$ cat src/hdl/pbas_cfg.svh
/*
 * Constants of the port buffer and analog input select block:
 * register indexes, field positions, reset values and bus widths.
 * Assumes it is included by bare name from the modules and the testbench.
 */
`ifndef PBAS_CFG_SVH
`define PBAS_CFG_SVH

// Register indexes; byte address is four times the index
`define PBAS_IDX_PIN_LEVELS   16'hFFD0
`define PBAS_IDX_ANALOG_SEL   16'hFFEF
`define PBAS_IDX_DIRECTION    16'hFFF0
`define PBAS_IDX_OUT_VALUE    16'hFFF1
`define PBAS_IDX_FUNCTION     16'hFFF2
`define PBAS_IDX_SERIAL_CTRL  16'hFFF3
`define PBAS_IDX_STD_LEVELS   16'hFFF4

// Bus and port widths
`define PBAS_ADDR_W           18
`define PBAS_DATA_W           32
`define PBAS_PORT_W           8

// Reset values
`define PBAS_RST_ANALOG_SEL   8'h00
`define PBAS_RST_DIRECTION    8'h00
`define PBAS_RST_OUT_VALUE    8'h00
`define PBAS_RST_FUNCTION     8'h00
`define PBAS_RST_SERIAL_CTRL  2'h0

// Build-time pull-up choice per standard pin
`define PBAS_PULLUP_OPTION    8'h00

// Serial control fields and serial clock pin positions
`define PBAS_SER_EXT1_BIT     0
`define PBAS_SER_EXT2_BIT     1
`define PBAS_SER_CLK1_POS     1
`define PBAS_SER_CLK2_POS     4

// AXI4-Lite response codes
`define PBAS_RESP_OKAY        2'h0
`define PBAS_RESP_SLVERR      2'h2

`endif

$ cat src/hdl/pbas_pkg.sv
/*
 * Types of the port buffer and analog input select block.
 * Assumes pbas_cfg.svh holds the numeric constants.
 */
`default_nettype none

package pbas_pkg;
	typedef enum logic [2:0] {
		PBAS_SEL_NONE       = 3'b000,
		PBAS_SEL_PIN_LEVELS = 3'b001,
		PBAS_SEL_ANALOG     = 3'b010,
		PBAS_SEL_DIRECTION  = 3'b011,
		PBAS_SEL_OUT_VALUE  = 3'b100,
		PBAS_SEL_FUNCTION   = 3'b101,
		PBAS_SEL_SERIAL     = 3'b110,
		PBAS_SEL_STD_LEVELS = 3'b111
	} pbas_sel_t;
endpackage

`default_nettype wire

$ cat src/hdl/pbas_pin_buf.sv
/*
 * One standard I/O pin: output transistor enables and pull-up enable.
 * Assumes direction, value and function inputs come from registers.
 */
`include "pbas_cfg.svh"
`default_nettype none

module pbas_pin_buf #(
	parameter bit PULL_UP = 1'b0
) (
	input  wire logic aclk,
	input  wire logic aresetn,
	input  wire logic dir,
	input  wire logic value,
	input  wire logic func_sel,
	input  wire logic periph_value,
	input  wire logic periph_oe,
	input  wire logic input_only,
	output var  logic high_en,
	output var  logic low_en,
	output var  logic pull_up_en
);
	wire drive_en;
	wire drive_val;

	// Peripheral with external clock never drives the pin
	assign drive_en  = func_sel ? (periph_oe & ~input_only) : dir;
	assign drive_val = func_sel ? periph_value : value;

	always_ff @(posedge aclk) begin
		if (!aresetn) begin
			high_en    <= 1'b0;
			low_en     <= 1'b0;
			pull_up_en <= PULL_UP;
		end else begin
			high_en    <= drive_en & drive_val;
			low_en     <= drive_en & ~drive_val;
			pull_up_en <= PULL_UP;
		end
	end
endmodule

`default_nettype wire

$ cat src/hdl/pbas_axil_slave.sv
/*
 * AXI4-Lite slave front end: one write and one read at a time.
 * Assumes the parent decodes addresses combinationally and returns
 * read data and error flags in the same cycle.
 */
`include "pbas_cfg.svh"
`default_nettype none

module pbas_axil_slave (
	input  wire logic                    aclk,
	input  wire logic                    aresetn,
	input  wire logic [`PBAS_ADDR_W-1:0] awaddr,
	input  wire logic                    awvalid,
	output var  logic                    awready,
	input  wire logic [`PBAS_DATA_W-1:0] wdata,
	input  wire logic [3:0]              wstrb,
	input  wire logic                    wvalid,
	output var  logic                    wready,
	output var  logic [1:0]              bresp,
	output var  logic                    bvalid,
	input  wire logic                    bready,
	input  wire logic [`PBAS_ADDR_W-1:0] araddr,
	input  wire logic                    arvalid,
	output var  logic                    arready,
	output var  logic [`PBAS_DATA_W-1:0] rdata,
	output var  logic [1:0]              rresp,
	output var  logic                    rvalid,
	input  wire logic                    rready,
	output var  logic [`PBAS_ADDR_W-1:0] wr_addr,
	output var  logic [`PBAS_DATA_W-1:0] wr_data,
	output var  logic [3:0]              wr_strb,
	output logic                         wr_fire,
	input  wire logic                    wr_err,
	output logic                         rd_fire,
	input  wire logic [`PBAS_DATA_W-1:0] rd_data,
	input  wire logic                    rd_err
);
	logic have_aw;
	logic have_w;

	// Write happens once both halves are held and no answer is pending
	assign wr_fire = have_aw & have_w & ~bvalid;
	assign rd_fire = arvalid & arready;

	always_ff @(posedge aclk) begin
		if (!aresetn) begin
			awready <= 1'b1;
			wready  <= 1'b1;
			bvalid  <= 1'b0;
			bresp   <= `PBAS_RESP_OKAY;
			have_aw <= 1'b0;
			have_w  <= 1'b0;
			wr_addr <= '0;
			wr_data <= '0;
			wr_strb <= 4'h0;
		end else begin
			if (awvalid && awready) begin
				wr_addr <= awaddr;
				awready <= 1'b0;
				have_aw <= 1'b1;
			end
			if (wvalid && wready) begin
				wr_data <= wdata;
				wr_strb <= wstrb;
				wready  <= 1'b0;
				have_w  <= 1'b1;
			end
			if (wr_fire) begin
				bvalid  <= 1'b1;
				bresp   <= wr_err ? `PBAS_RESP_SLVERR : `PBAS_RESP_OKAY;
				have_aw <= 1'b0;
				have_w  <= 1'b0;
			end
			if (bvalid && bready) begin
				bvalid  <= 1'b0;
				awready <= 1'b1;
				wready  <= 1'b1;
			end
		end
	end

	always_ff @(posedge aclk) begin
		if (!aresetn) begin
			arready <= 1'b1;
			rvalid  <= 1'b0;
			rdata   <= '0;
			rresp   <= `PBAS_RESP_OKAY;
		end else if (rd_fire) begin
			arready <= 1'b0;
			rvalid  <= 1'b1;
			rdata   <= rd_data;
			rresp   <= rd_err ? `PBAS_RESP_SLVERR : `PBAS_RESP_OKAY;
		end else if (rvalid && rready) begin
			rvalid  <= 1'b0;
			arready <= 1'b1;
		end
	end
endmodule

`default_nettype wire

$ cat src/hdl/pbas_top.sv
/*
 * Port buffer and analog input select: one eight-pin standard I/O port
 * with direction, output value and peripheral function registers, and an
 * eight-pin input-only port whose pins go to general input or to the
 * analog converter. Registers sit behind an AXI4-Lite slave.
 * Assumes pin inputs are synchronous to aclk and that peripheral blocks
 * supply their output values and enables; serial clock modes come from the serial control register.
 */
`include "pbas_cfg.svh"
`default_nettype none

module pbas_top
	import pbas_pkg::*;
#(
	parameter logic [`PBAS_PORT_W-1:0] PULLUP_OPTION = `PBAS_PULLUP_OPTION
) (
	input  wire logic                    aclk,
	input  wire logic                    aresetn,
	input  wire logic [`PBAS_ADDR_W-1:0] s_axi_awaddr,
	input  wire logic                    s_axi_awvalid,
	output var  logic                    s_axi_awready,
	input  wire logic [`PBAS_DATA_W-1:0] s_axi_wdata,
	input  wire logic [3:0]              s_axi_wstrb,
	input  wire logic                    s_axi_wvalid,
	output var  logic                    s_axi_wready,
	output var  logic [1:0]              s_axi_bresp,
	output var  logic                    s_axi_bvalid,
	input  wire logic                    s_axi_bready,
	input  wire logic [`PBAS_ADDR_W-1:0] s_axi_araddr,
	input  wire logic                    s_axi_arvalid,
	output var  logic                    s_axi_arready,
	output var  logic [`PBAS_DATA_W-1:0] s_axi_rdata,
	output var  logic [1:0]              s_axi_rresp,
	output var  logic                    s_axi_rvalid,
	input  wire logic                    s_axi_rready,
	input  wire logic [`PBAS_PORT_W-1:0] input_port_pin,
	output var  logic [`PBAS_PORT_W-1:0] analog_route_bit,
	output var  logic [`PBAS_PORT_W-1:0] input_port_pull_up_en,
	input  wire logic [`PBAS_PORT_W-1:0] std_pin_in,
	output var  logic [`PBAS_PORT_W-1:0] std_pad_high_en,
	output var  logic [`PBAS_PORT_W-1:0] std_pad_low_en,
	output var  logic [`PBAS_PORT_W-1:0] std_pad_pull_up_en,
	input  wire logic [`PBAS_PORT_W-1:0] periph_out_value,
	input  wire logic [`PBAS_PORT_W-1:0] periph_out_en
);
	localparam int PW = `PBAS_PORT_W;

	logic [PW-1:0]             analog_channel_select;
	logic [PW-1:0]             pin_direction_reg;
	logic [PW-1:0]             pin_output_value_reg;
	logic [PW-1:0]             pin_function_reg;
	logic [1:0]                serial_ext_clock;
	logic [`PBAS_ADDR_W-1:0]   wr_addr;
	logic [`PBAS_DATA_W-1:0]   wr_data;
	logic [3:0]                wr_strb;
	logic                      wr_fire;
	logic                      rd_fire;
	logic [`PBAS_DATA_W-1:0]   rd_data;
	pbas_sel_t                 wr_sel;
	pbas_sel_t                 rd_sel;
	logic                      wr_en;
	logic [PW-1:0]             wr_byte;
	logic [PW-1:0]             input_port_pin_levels;
	logic [PW-1:0]             std_port_levels;
	logic [PW-1:0]             input_only_pin;
	logic [PW-1:0]             rd_byte;

	function automatic pbas_sel_t reg_decode(input logic [`PBAS_ADDR_W-1:0] addr);
		logic [15:0] idx;
		idx = addr[`PBAS_ADDR_W-1:2];
		unique case (idx)
			`PBAS_IDX_PIN_LEVELS:  reg_decode = PBAS_SEL_PIN_LEVELS;
			`PBAS_IDX_ANALOG_SEL:  reg_decode = PBAS_SEL_ANALOG;
			`PBAS_IDX_DIRECTION:   reg_decode = PBAS_SEL_DIRECTION;
			`PBAS_IDX_OUT_VALUE:   reg_decode = PBAS_SEL_OUT_VALUE;
			`PBAS_IDX_FUNCTION:    reg_decode = PBAS_SEL_FUNCTION;
			`PBAS_IDX_SERIAL_CTRL: reg_decode = PBAS_SEL_SERIAL;
			`PBAS_IDX_STD_LEVELS:  reg_decode = PBAS_SEL_STD_LEVELS;
			default:               reg_decode = PBAS_SEL_NONE;
		endcase
	endfunction

	pbas_axil_slave u_slave (
		.aclk    (aclk),
		.aresetn (aresetn),
		.awaddr  (s_axi_awaddr),
		.awvalid (s_axi_awvalid),
		.awready (s_axi_awready),
		.wdata   (s_axi_wdata),
		.wstrb   (s_axi_wstrb),
		.wvalid  (s_axi_wvalid),
		.wready  (s_axi_wready),
		.bresp   (s_axi_bresp),
		.bvalid  (s_axi_bvalid),
		.bready  (s_axi_bready),
		.araddr  (s_axi_araddr),
		.arvalid (s_axi_arvalid),
		.arready (s_axi_arready),
		.rdata   (s_axi_rdata),
		.rresp   (s_axi_rresp),
		.rvalid  (s_axi_rvalid),
		.rready  (s_axi_rready),
		.wr_addr (wr_addr),
		.wr_data (wr_data),
		.wr_strb (wr_strb),
		.wr_fire (wr_fire),
		.wr_err  (wr_sel == PBAS_SEL_NONE),
		.rd_fire (rd_fire),
		.rd_data (rd_data),
		.rd_err  (rd_sel == PBAS_SEL_NONE)
	);

	assign wr_sel  = reg_decode(wr_addr);
	assign rd_sel  = reg_decode(s_axi_araddr);
	// Registers hold up to eight bits in the low lane only
	assign wr_en   = wr_fire & wr_strb[0];
	assign wr_byte = wr_data[PW-1:0];

	// Analog pins read as 1, general inputs give the live level
	assign input_port_pin_levels = input_port_pin | analog_channel_select;
	// Output pins in port function return stored data, the rest the pin
	assign std_port_levels = (pin_direction_reg & ~pin_function_reg & pin_output_value_reg)
		| (~(pin_direction_reg & ~pin_function_reg) & std_pin_in);

	// Analog select is write-only and reads as zero
	assign rd_byte = (rd_sel == PBAS_SEL_PIN_LEVELS) ? input_port_pin_levels :
		(rd_sel == PBAS_SEL_DIRECTION)  ? pin_direction_reg :
		(rd_sel == PBAS_SEL_OUT_VALUE)  ? pin_output_value_reg :
		(rd_sel == PBAS_SEL_FUNCTION)   ? pin_function_reg :
		(rd_sel == PBAS_SEL_SERIAL)     ? {6'h00, serial_ext_clock} :
		(rd_sel == PBAS_SEL_STD_LEVELS) ? std_port_levels : 8'h00;
	assign rd_data = {24'h000000, rd_byte};

	// Writes to the pin level register fall through with no effect
	always_ff @(posedge aclk) begin
		if (!aresetn) begin
			analog_channel_select <= `PBAS_RST_ANALOG_SEL;
			pin_direction_reg     <= `PBAS_RST_DIRECTION;
			pin_output_value_reg  <= `PBAS_RST_OUT_VALUE;
			pin_function_reg      <= `PBAS_RST_FUNCTION;
			serial_ext_clock      <= `PBAS_RST_SERIAL_CTRL;
		end else if (wr_en) begin
			if (wr_sel == PBAS_SEL_ANALOG)
				analog_channel_select <= wr_byte;
			if (wr_sel == PBAS_SEL_DIRECTION)
				pin_direction_reg <= wr_byte;
			if (wr_sel == PBAS_SEL_OUT_VALUE)
				pin_output_value_reg <= wr_byte;
			if (wr_sel == PBAS_SEL_FUNCTION)
				pin_function_reg <= wr_byte;
			if (wr_sel == PBAS_SEL_SERIAL)
				serial_ext_clock <= wr_byte[1:0];
		end
	end

	// Converter routing and the input-only port's absent pull-ups
	always_ff @(posedge aclk) begin
		if (!aresetn) begin
			analog_route_bit      <= `PBAS_RST_ANALOG_SEL;
			input_port_pull_up_en <= 8'h00;
		end else begin
			analog_route_bit      <= analog_channel_select;
			input_port_pull_up_en <= 8'h00;
		end
	end

	// Serial clock pins in external clock mode become input-only while handed to the serial block
	always_comb begin
		input_only_pin                = 8'h00;
		input_only_pin[`PBAS_SER_CLK1_POS] = serial_ext_clock[`PBAS_SER_EXT1_BIT];
		input_only_pin[`PBAS_SER_CLK2_POS] = serial_ext_clock[`PBAS_SER_EXT2_BIT];
	end

	genvar gi;
	generate
		for (gi = 0; gi < PW; gi++) begin : g_pin
			pbas_pin_buf #(
				.PULL_UP (PULLUP_OPTION[gi])
			) u_pin (
				.aclk         (aclk),
				.aresetn      (aresetn),
				.dir          (pin_direction_reg[gi]),
				.value        (pin_output_value_reg[gi]),
				.func_sel     (pin_function_reg[gi]),
				.periph_value (periph_out_value[gi]),
				.periph_oe    (periph_out_en[gi]),
				.input_only   (input_only_pin[gi]),
				.high_en      (std_pad_high_en[gi]),
				.low_en       (std_pad_low_en[gi]),
				.pull_up_en   (std_pad_pull_up_en[gi])
			);
		end
	endgenerate
endmodule

`default_nettype wire

$ cat config.mk
export PLATFORM = sky130hd
export DESIGN_NAME = pbas_top
export DESIGN_NICKNAME = d
export VERILOG_FILES = /design/src/hdl/pbas_pkg.sv /design/src/hdl/pbas_pin_buf.sv /design/src/hdl/pbas_axil_slave.sv /design/src/hdl/pbas_top.sv
export VERILOG_INCLUDE_DIRS = /design/src /design/src/hdl
export SDC_FILE = /design/constraint.sdc
export NUM_CORES = 1
export LEC_CHECK = 0
export BUFFER_PORTS_ARGS = -buffer_cell sky130_fd_sc_hd__buf_4
export CAP_MARGIN = 10
export CORE_MARGIN = 2
export CORE_UTILIZATION = 49
export DETAILED_ROUTE_END_ITERATION = 8
export MAX_ROUTING_LAYER = met4
export PLACE_DENSITY = 0.85
export SLEW_MARGIN = 20
export SYNTH_ARGS = -nofsm -noshare
export SYNTH_HDL_FRONTEND = slang
export SYNTH_SLANG_ARGS = --single-unit
$ cat constraint.sdc
create_clock -name aclk -period 2.3 [get_ports aclk]
set_clock_uncertainty 0.15 [all_clocks]
set_input_delay 0.23 -clock aclk [delete_from_list [all_inputs] [get_ports aclk]]
set_output_delay 0.23 -clock aclk [all_outputs]
set_load 0.05 [all_outputs]
==> flow_metrics.env, run 1 <==
export IMPL_ys_flop_type="dfxtp_1"
export IMPL_crit_path_max_fanout=8
export IMPL_netSwitchingFraction_pct=30.0
export IMPL_synth_seq_area_share_pct=40.3
export IMPL_final_common_cell="buf_4"
export IMPL_routed_via_density=5.25
export IMPL_die_w_um=105
export IMPL_async_reset_ff_share_pct=0
export IMPL_wl_um=13000
export IMPL_io_pins=192
export IMPL_hpwl_um=9130
export IMPL_cts_root_buf="clkbuf_8"
export IMPL_hold_depth=3
export IMPL_rows=36
export IMPL_grt_overflow=0
export IMPL_cp_top_family="simple AND/OR/NAND/NOR gates"
export IMPL_syn_to_final_growth_pct=27.5
export IMPL_start_util_pct=50.6
export IMPL_p_seq_share_pct=50.4
export IMPL_path_class="register to register"
export IMPL_largest_register_ffs=16
export IMPL_power_total_mw=3.60
export IMPL_path_depth=8
export IMPL_cellLeakagePower_nw=2.50
export IMPL_ys_warnings_count=0
export IMPL_post_cts_resized=0
export IMPL_final_cell_mix="131 x buf_4, 101 x nand2_1, 100 x dfxtp_1"
export IMPL_synth_edf_count=0
export IMPL_finalCritPeriodShare_pct=90.1
export IMPL_grt_pass1_wl_um=20700
export IMPL_synthesis_area_sq_um=4970
export IMPL_start_kind="register"
export IMPL_finalCriticalPeriod_ns=2.07
export IMPL_insertion_delay_ns=0.38
export IMPL_synth_area_leaders="dfxtp_1 40%, buf_4 8.8%, nand2_1 7.6%"
export IMPL_cts_tree="done"
export IMPL_powerDensity_nw_per_um2=568
export IMPL_ys_seq_elements=100
export IMPL_drt_iter0_drc=279
export IMPL_p_int_mw=2.52
export IMPL_reg2regPathDepth=8
export IMPL_rsz0062_at_grt="no"
export IMPL_postSynthAreaPerCell_sq_um=8.46
export IMPL_place_port_buffers=118
export IMPL_synthCells=587
export IMPL_max_freq_mhz=483
export IMPL_n_antenna_cell=0
export IMPL_drc=0
export IMPL_synth_top_area_share_pct=40.3
export IMPL_slowest_delay_ns=0.35
export IMPL_wire_per_inst_um=15.0
export IMPL_critical_path_arrival_ns=2.18
export IMPL_clk_pin_slew_ns=0.10
export IMPL_final_core_util_pct=64.5
export IMPL_final_nets=835
export IMPL_drive_gt1_share_pct=22.6
export IMPL_core_area_sq_um=9820
export IMPL_drtPass1Iterations=5
export IMPL_hp_class="input port to register"
export IMPL_clk_path_buf_depth=2
export IMPL_maxCapViolations=0
export IMPL_gp_congestion=0.905
export IMPL_relSlewSlack_pct=46.3
export IMPL_finalHoldViolCount=0
export IMPL_synth_cell_types=58
export IMPL_grt_use_total_pct=24.0
export IMPL_dieHeight_um=105
export IMPL_grt_max_degree=48
export IMPL_crit_chain="and3b_1, and3_1, nand4_1, buf_4, nor3_4, buf_4, mux2i_1, nor2b_1"
export IMPL_vdd_drop_max_mv=0.297
export IMPL_top_register="u_slave.wr_addr"
export IMPL_finalSetupTns_ns=0
export IMPL_antenna_found_initial=0
export IMPL_finalMaxSlewViolations=0
export IMPL_cp_common_cell="buf_4"
export IMPL_die_area_sq_um=11000
export IMPL_crit_required_ns=2.41
export IMPL_slowest_stage="dfxtp_1"
export IMPL_cts_buffers=9
export IMPL_critPathBufInv=2
export IMPL_detail_route_antenna_nets=0
export IMPL_finalSetupViolations=0
export IMPL_htree_levels=3
export IMPL_grt_pass1_vias=4205
export IMPL_combPwrFrac_pct=16.1
export IMPL_dr_total_vias=4522
export IMPL_cts_sink_count=100
export IMPL_p_clk_share_pct=33.5
export IMPL_end_kind="register"
export IMPL_power_switching_mw=1.08
export IMPL_tightest_slew_ns=0.799
export IMPL_synth_largest_area_cell="dfxtp_1"
export IMPL_status="finished, final reports clean"
power by group through the flow:
stage	sequential (mW)	clock [mW]	combinational, mW
final	1.81	1.20	0.579
after global routing	1.82	1.28	0.618
after CTS	1.81	1.22	0.573
after detailed placement	1.85	0	0.526
after global placement	1.85	0	0.518
after floorplan	1.89	0	0.360
synth_stat cells (10+ instances only):
| cell type | number |
|---|---|
| nor2b_1 | 19 |
| clkbuf_1 | 20 |
| o21ai_1 | 18 |
| nor3_1 | 13 |
| mux2i_1 | 25 |
| buf_4 | 58 |
| dfxtp_1 | 100 |
| nand2_1 | 101 |
| and2_1 | 18 |
| nand2b_1 | 10 |
| nand3_1 | 20 |
| a21boi_0 | 34 |
| o21ai_0 | 23 |
| nor2_1 | 23 |
through the flow:
stage	cells	setup slack (ns)	instance area, sq um	hold WS [ns]
2_1_floorplan	628	0.142	5120	0.180
3_3_place_gp	809	0.129	5750	0.281
3_5_place_dp	809	0.0995	5750	0.288
4_1_cts	861	0.134	6320	0.000351
5_1_grt	862	0.0727	6330	0.0228
6_report	862	0.228	6330	0.00913
worst paths after layout:
check / startpoint / to / slack (ns)
worst max-delay path: u_slave.bvalid / pin_direction_reg[1] / 0.23
worst min-delay path: periph_out_en[6] / g_pin[6].u_pin.high_en / 0.009
worst max register to register: u_slave.bvalid / pin_direction_reg[1] / 0.23
worst min register to register: u_slave.bresp[1] / u_slave.bresp[1] / 0.32
final cells by class:
cell class,instances,area [sq um]
clock inverter,7,91.3
tap,133,166
sequential,100,2000
timing repair buffer,168,1360
fill,838,3490
clock buffer,9,124
inverter,9,33.8
multi-input combinational,436,2550
routing by layer:
metal  global-route usage (%)  share of wire [%]  up-vias
met4                     7.24                1.3        0
met3                     4.05                5.9       19
li1                         -                  -     2195
met1                     29.5                 43     2142
met5                        -                  0        -
met2                     40.3                 49      166
kinds of logic (layout without fill, tap and decap cells):
family,count (synthesis),count (layout),synth area share [%]
buffers and inverters,92,193,11.6
and+or+nand+nor,246,246,25.6
xor gates and xnor gates,1,1,0.176
muxes,25,25,5.04
AOI/OAI and AO/OA,122,122,17.2
other,1,42,0.0755
DFF,100,100,40.3
worst reg2reg max path, cell delays in order, from the launching register on:
cell	delay (ns)
dfxtp_1	0.35
and3b_1	0.31
and3_1	0.21
nand4_1	0.15
buf_4	0.21
nor3_4	0.09
buf_4	0.23
mux2i_1	0.21
nor2b_1	0.06
repair_timing:
item,4_1_cts,5_1_grt
setup buffers,0,1
setup endpoints to repair,0,8
endpoints found under the hold margin,34,0
hold buffers,36,0
Power figures use the tool's default switching activity.
==> run 2: changes to the inputs <==
Settings changed: CORE_ASPECT_RATIO from default to 2.
==> run 2 against run 1 <==
  * Register-to-register slack about the same
  * Non-clock buffer count decreased by 20
  * Core utilization decreased by 2.2 points
  * First-iteration DRC count down 13%
  * Largest cell class unchanged
  * Critical path type unchanged
  * Critical endpoint is now pin_output_value_reg[1]
  * Highest routed layer unchanged
==> flow_metrics.env, run 2 (synthesis gave the netlist of run 1 again) <==
export IMPL_status="finished, final reports clean"
export IMPL_antenna_found_initial=0
export IMPL_hp_class="input port to register"
export IMPL_clk_pin_slew_ns=0.07
export IMPL_path_class="register to register"
export IMPL_gp_congestion=0.867
export IMPL_crit_required_ns=2.42
export IMPL_maxCapViolations=0
export IMPL_tightest_slew_ns=0.746
export IMPL_p_seq_share_pct=45.3
export IMPL_die_area_sq_um=11000
export IMPL_end_kind="register"
export IMPL_drt_iter0_drc=242
export IMPL_detail_route_antenna_nets=0
export IMPL_layout_setup_ws_ns=0.222
export IMPL_final_cell_mix="132 x buf_4, 101 x nand2_1, 100 x dfxtp_1"
export IMPL_finalHoldViolCount=0
export IMPL_finalSetupViolations=0
export IMPL_largest_register_ffs=16
export IMPL_wire_per_inst_um=15.2
export IMPL_cts_sink_count=100
export IMPL_drc=0
export IMPL_final_nets=815
export IMPL_grt_use_total_pct=24.4
export IMPL_dpl_instance_area_sq_um=5730
export IMPL_start_util_pct=49.6
export IMPL_drtPass1Iterations=4
export IMPL_grt_max_degree=58
export IMPL_die_w_um=75.2
export IMPL_dieHeight_um=146
export IMPL_io_pins=192
export IMPL_power_switching_mw=1.06
export IMPL_syn_to_final_growth_pct=25.5
export IMPL_hpwl_um=9620
export IMPL_finalCritPeriodShare_pct=90.4
export IMPL_p_clk_share_pct=41.0
export IMPL_cts_buffers=9
export IMPL_crit_path_max_fanout=16
export IMPL_routed_via_density=5.30
export IMPL_cellLeakagePower_nw=2.47
export IMPL_htree_levels=3
export IMPL_grt_pass1_vias=4348
export IMPL_finalSetupTns_ns=0
export IMPL_combPwrFrac_pct=13.8
export IMPL_grt_pass1_wl_um=20100
export IMPL_grt_overflow=0
export IMPL_powerDensity_nw_per_um2=643
export IMPL_n_antenna_cell=0
export IMPL_power_total_mw=4.01
export IMPL_netSwitchingFraction_pct=26.4
export IMPL_dp_slack_ns=0.0555
export IMPL_insertion_delay_ns=0.35
export IMPL_start_kind="register"
export IMPL_top_register="u_slave.wr_addr"
export IMPL_clk_path_buf_depth=2
export IMPL_drive_gt1_share_pct=23.4
export IMPL_core_area_sq_um=10000
export IMPL_dr_total_vias=4473
export IMPL_cts_tree="done"
export IMPL_final_common_cell="buf_4"
export IMPL_cts_root_buf="clkbuf_16"
export IMPL_finalMaxSlewViolations=0
export IMPL_rows=52
export IMPL_critical_path_arrival_ns=2.20
export IMPL_design_area_sq_um=6230
export IMPL_rsz0062_at_grt="no"
export IMPL_max_freq_mhz=481
export IMPL_relSlewSlack_pct=49.8
export IMPL_vdd_drop_max_mv=0.617
export IMPL_wl_um=12800
export IMPL_finalCriticalPeriod_ns=2.08
export IMPL_place_port_buffers=118
export IMPL_p_int_mw=2.95
run 2: cell count changes in the layout (fill, tap and decap cells not counted), sizes merged:
| cell | change |
|---|---|
| clkbuf | +1 |
| bufinv | +1 |
| inv | -3 |
| dlygate4sd3 | -20 |
| clkinv | +1 |
run 2: area by class of cell:
class                   instances  area (sq um)
clock inverters                 6          86.3
flip-flops and latches        100          2000
well taps                     135           169
repair buffers                148          1150
clock buffers                  10           239
multi-input cells             436          2550
fillers                       838          3780
inverters                       9          33.8
run 2: power groups by stage:
stage / clock network [mW] / logic [mW] / registers (mW)
after global placement: 0 / 0.515 / 1.85
final: 1.64 / 0.551 / 1.81
after global routing: 1.74 / 0.590 / 1.82
after CTS: 1.65 / 0.549 / 1.81
after floorplan: 0 / 0.360 / 1.89
after detailed placement: 0 / 0.527 / 1.85
run 2: path summary, 6_finish.rpt:
| check | start | endpoint | slack, ns | depth (start not counted) |
|---|---|---|---|---|
| max reg2reg | u_slave.wr_addr[15] | pin_output_value_reg[1] | 0.22 | 9 |
| max | u_slave.wr_addr[15] | pin_output_value_reg[1] | 0.22 | 9 |
| min reg2reg | u_slave.wr_addr[17] | u_slave.wr_addr[17] | 0.31 | 2 |
| min | s_axi_awaddr[3] | u_slave.wr_addr[3] | 0.003 | 3 |
run 2: metal layers:
layer	vias to the layer above	wire, um	global-route usage, %
li1	2158	-	-
met1	2095	4500	24.4
met2	182	7070	43.5
met3	38	742	4.62
met4	0	531	11.8
met5	-	0	-
run 2: per-stage QoR:
step / std cells / hold slack [ns] / utilization (%)
after floorplan: 628 / 0.180 / -
after global placement: 810 / 0.283 / 57.2
after detailed placement: 810 / 0.296 / 57.2
after CTS: 842 / 0.000603 / 62.0
after global routing: 844 / 0.00737 / 62.2
final: 844 / 0.00303 / 62.2
run 2: worst max-delay path, cell delays in order, from the launching register on:
cell and delay [ns]:
dfxtp_1 0.34, nand4_1 0.17, nor3_2 0.28, nand4_1 0.12, buf_4 0.18, buf_4 0.13, nor3b_2 0.14, buf_4 0.24
nand3_1 0.14, o21ai_1 0.12
run 2: timing repair:
item,CTS,global route
setup endpoints to repair,0,20
hold buffers,16,0
resized for setup,0,1
endpoints found under the hold margin,16,0
buffers inserted,0,2
==> run 3: changes to the inputs <==
Settings changed: ABC_AREA from default to 1, PLACE_DENSITY 0.85 to 0.86.
==> run 3 against run 2 <==
  * Non-clock buffer count is 12 lower
  * Power shrank 2.1%
  * Cell count grew 9.2%
  * First-iteration DRC count is 7.9% higher
  * Area after synthesis down 2.8%
  * Critical path type unchanged
==> flow_metrics.env, run 3 <==
export IMPL_placed_cells=893
export IMPL_p_seq_share_pct=46.6
export IMPL_crit_required_ns=2.37
export IMPL_synth_most_common_cell="nand2_1"
export IMPL_postSynthAreaPerCell_sq_um=7.16
export IMPL_cts_buffers=9
export IMPL_p_int_mw=2.93
export IMPL_tightest_slew_ns=0.574
export IMPL_grt_pass1_vias=4275
export IMPL_finalCritPeriodShare_pct=77.8
export IMPL_fin_cells=922
export IMPL_crit_chain="nor3_2, inv_2, nor2_4, inv_4, nor2_4, inv_1, nand2_1, a21oi_1"
export IMPL_gp_congestion=0.965
export IMPL_dr_total_vias=4455
export IMPL_clk_pin_slew_ns=0.06
export IMPL_synth_top_area_share_pct=41.5
export IMPL_drc=0
export IMPL_core_area_sq_um=9640
export IMPL_critical_path_arrival_ns=1.85
export IMPL_cts_tree="done"
export IMPL_finalMaxSlewViolations=0
export IMPL_final_cell_mix="156 x nand2_1, 123 x buf_4, 100 x dfxtp_1"
export IMPL_finalSetupViolations=0
export IMPL_rsz0062_at_grt="no"
export IMPL_synth_area_leaders="dfxtp_1 41%, nand2_1 12%, buf_4 9.0%"
export IMPL_rows=51
export IMPL_wire_per_inst_um=13.0
export IMPL_finalSetupTns_ns=0
export IMPL_vdd_drop_max_mv=0.460
export IMPL_hp_class="input port to register"
export IMPL_cts_setup_buffers=0
export IMPL_max_freq_mhz=559
export IMPL_combPwrFrac_pct=12.7
export IMPL_routed_via_density=4.83
export IMPL_synth_edf_count=0
export IMPL_cellLeakagePower_nw=2.69
export IMPL_io_pins=192
export IMPL_maxCapViolations=0
export IMPL_drt_iter0_drc=261
export IMPL_power_total_mw=3.92
export IMPL_finalHoldViolCount=0
export IMPL_synth_seq_area_share_pct=41.5
export IMPL_antenna_found_initial=0
export IMPL_crit_path_max_fanout=9
export IMPL_drtPass1Iterations=5
export IMPL_final_common_cell="nand2_1"
export IMPL_powerDensity_nw_per_um2=654
export IMPL_clk_path_buf_depth=2
export IMPL_relSlewSlack_pct=61.7
export IMPL_cts_sink_count=100
export IMPL_syn_to_final_growth_pct=24.1
export IMPL_worstHoldStart="s_axi_awaddr[6]"
export IMPL_netSwitchingFraction_pct=25.4
export IMPL_htree_levels=3
export IMPL_finalCriticalPeriod_ns=1.79
export IMPL_path_class="register to register"
export IMPL_wl_um=12000
export IMPL_synth_cell_types=34
export IMPL_detail_route_antenna_nets=0
export IMPL_synth_largest_area_cell="dfxtp_1"
export IMPL_final_nets=896
export IMPL_n_antenna_cell=0
export IMPL_r2r_start="u_slave.bvalid"
export IMPL_die_area_sq_um=10700
export IMPL_die_w_um=74.2
export IMPL_top_register="u_slave.wr_addr"
export IMPL_hpwl_um=9150
export IMPL_grt_overflow=0
export IMPL_grt_max_degree=34
export IMPL_async_reset_ff_share_pct=0
export IMPL_end_kind="register"
export IMPL_synthesis_area_sq_um=4830
export IMPL_drive_gt1_share_pct=22.5
export IMPL_synthCells=674
export IMPL_slowest_stage="dfxtp_1"
export IMPL_grt_use_total_pct=24.2
export IMPL_place_port_buffers=118
export IMPL_synth_common_cells="156 x nand2_1, 100 x dfxtp_1, 80 x nor2_1"
export IMPL_start_util_pct=50.1
export IMPL_ys_flop_type="dfxtp_1"
export IMPL_p_clk_share_pct=40.7
export IMPL_setup_worst_path_start="u_slave.bvalid"
export IMPL_ys_seq_elements=100
export IMPL_cp_common_cell="nor2_4"
export IMPL_insertion_delay_ns=0.34
export IMPL_ys_warnings_count=0
export IMPL_largest_register_ffs=16
export IMPL_grt_pass1_wl_um=19100
export IMPL_status="finished, final reports clean"
export IMPL_power_switching_uw=997
export IMPL_dieHeight_um=144
export IMPL_start_kind="register"
export IMPL_slowest_delay_ns=0.34
export IMPL_cts_root_buf="clkbuf_16"
run 3: cell count changes after synthesis, sizes merged, moves of 25 or more:
cell and delta:
nor2 +70, nand2 +58, inv +54, a21oi +45, a21boi -34, mux2i -25
run 3: worst paths after layout:
kind	end	slack (ns)	cells after the start
hold / removal	u_slave.wr_addr[6]	0.003	3
hold reg to reg	u_slave.rdata[1]	0.32	2
setup / recovery	pin_function_reg[2]	0.51	8
setup reg to reg	pin_function_reg[2]	0.51	8
run 3: per-layer routing:
| metal | routed length, um | vias up | global-route usage [%] |
|---|---|---|---|
| li1 | - | 2269 | - |
| met1 | 4020 | 1965 | 22.4 |
| met2 | 6560 | 178 | 43.4 |
| met3 | 613 | 43 | 4.32 |
| met4 | 760 | 0 | 16.4 |
| met5 | 0 | - | - |
run 3: timing repair:
item                      in CTS  in global routing
hold buffers                  13                  0
hold endpoints to repair      14                  0
resized for setup              0                  0
run 3: power by group through the flow:
stage                     clock network, mW  registers (mW)  logic [mW]
final                                  1.60            1.83       0.497
after global routing                   1.71            1.83       0.539
after CTS                              1.62            1.83       0.495
after detailed placement                  0            1.87       0.477
after global placement                    0            1.86       0.470
after floorplan                           0            1.88       0.347
run 3: critical path: cells and delay by family, from the launching register on:
kind	cells	cell delay (ns)
buffers and inverters	3	0.39
AND/OR/NAND/NOR	4	0.73
flip-flops	1	0.34
AO/OA/AOI/OAI	1	0.06
run 3: layout make-up:
| cell class | count | area, sq um |
|---|---|---|
| Timing Repair Buffer | 136 | 1050 |
| Clock inverter | 4 | 72.6 |
| Fill cell | 842 | 3640 |
| Sequential cell | 100 | 2000 |
| Clock buffer | 12 | 246 |
| Multi-Input combinational cell | 473 | 2210 |
| Inverter | 65 | 246 |
| Tap cell | 132 | 165 |
run 3: per-stage QoR:
step	area [sq um]	utilization (%)	hold WS, ns	setup slack [ns]
3_5_place_dp	5540	57.5	0.303	0.493
5_1_grt	5990	62.2	0.00856	0.407
3_3_place_gp	5540	57.5	0.303	0.518
4_1_cts	5990	62.2	0.00139	0.501
6_report	5990	62.2	0.00303	0.511
2_1_floorplan	4980	-	0.227	0.569
run 3: logic make-up (layout without fill, tap and decap cells):
| group | after synthesis | in the layout | synth area share [%] |
|---|---|---|---|
| buffers and inverters | 142 | 217 | 16.0 |
| other | 1 | 42 | 0.0777 |
| DFF | 100 | 100 | 41.5 |
| AOI/OAI and AO/OA | 122 | 122 | 14.1 |
| and+or+nand+nor | 309 | 309 | 28.4 |
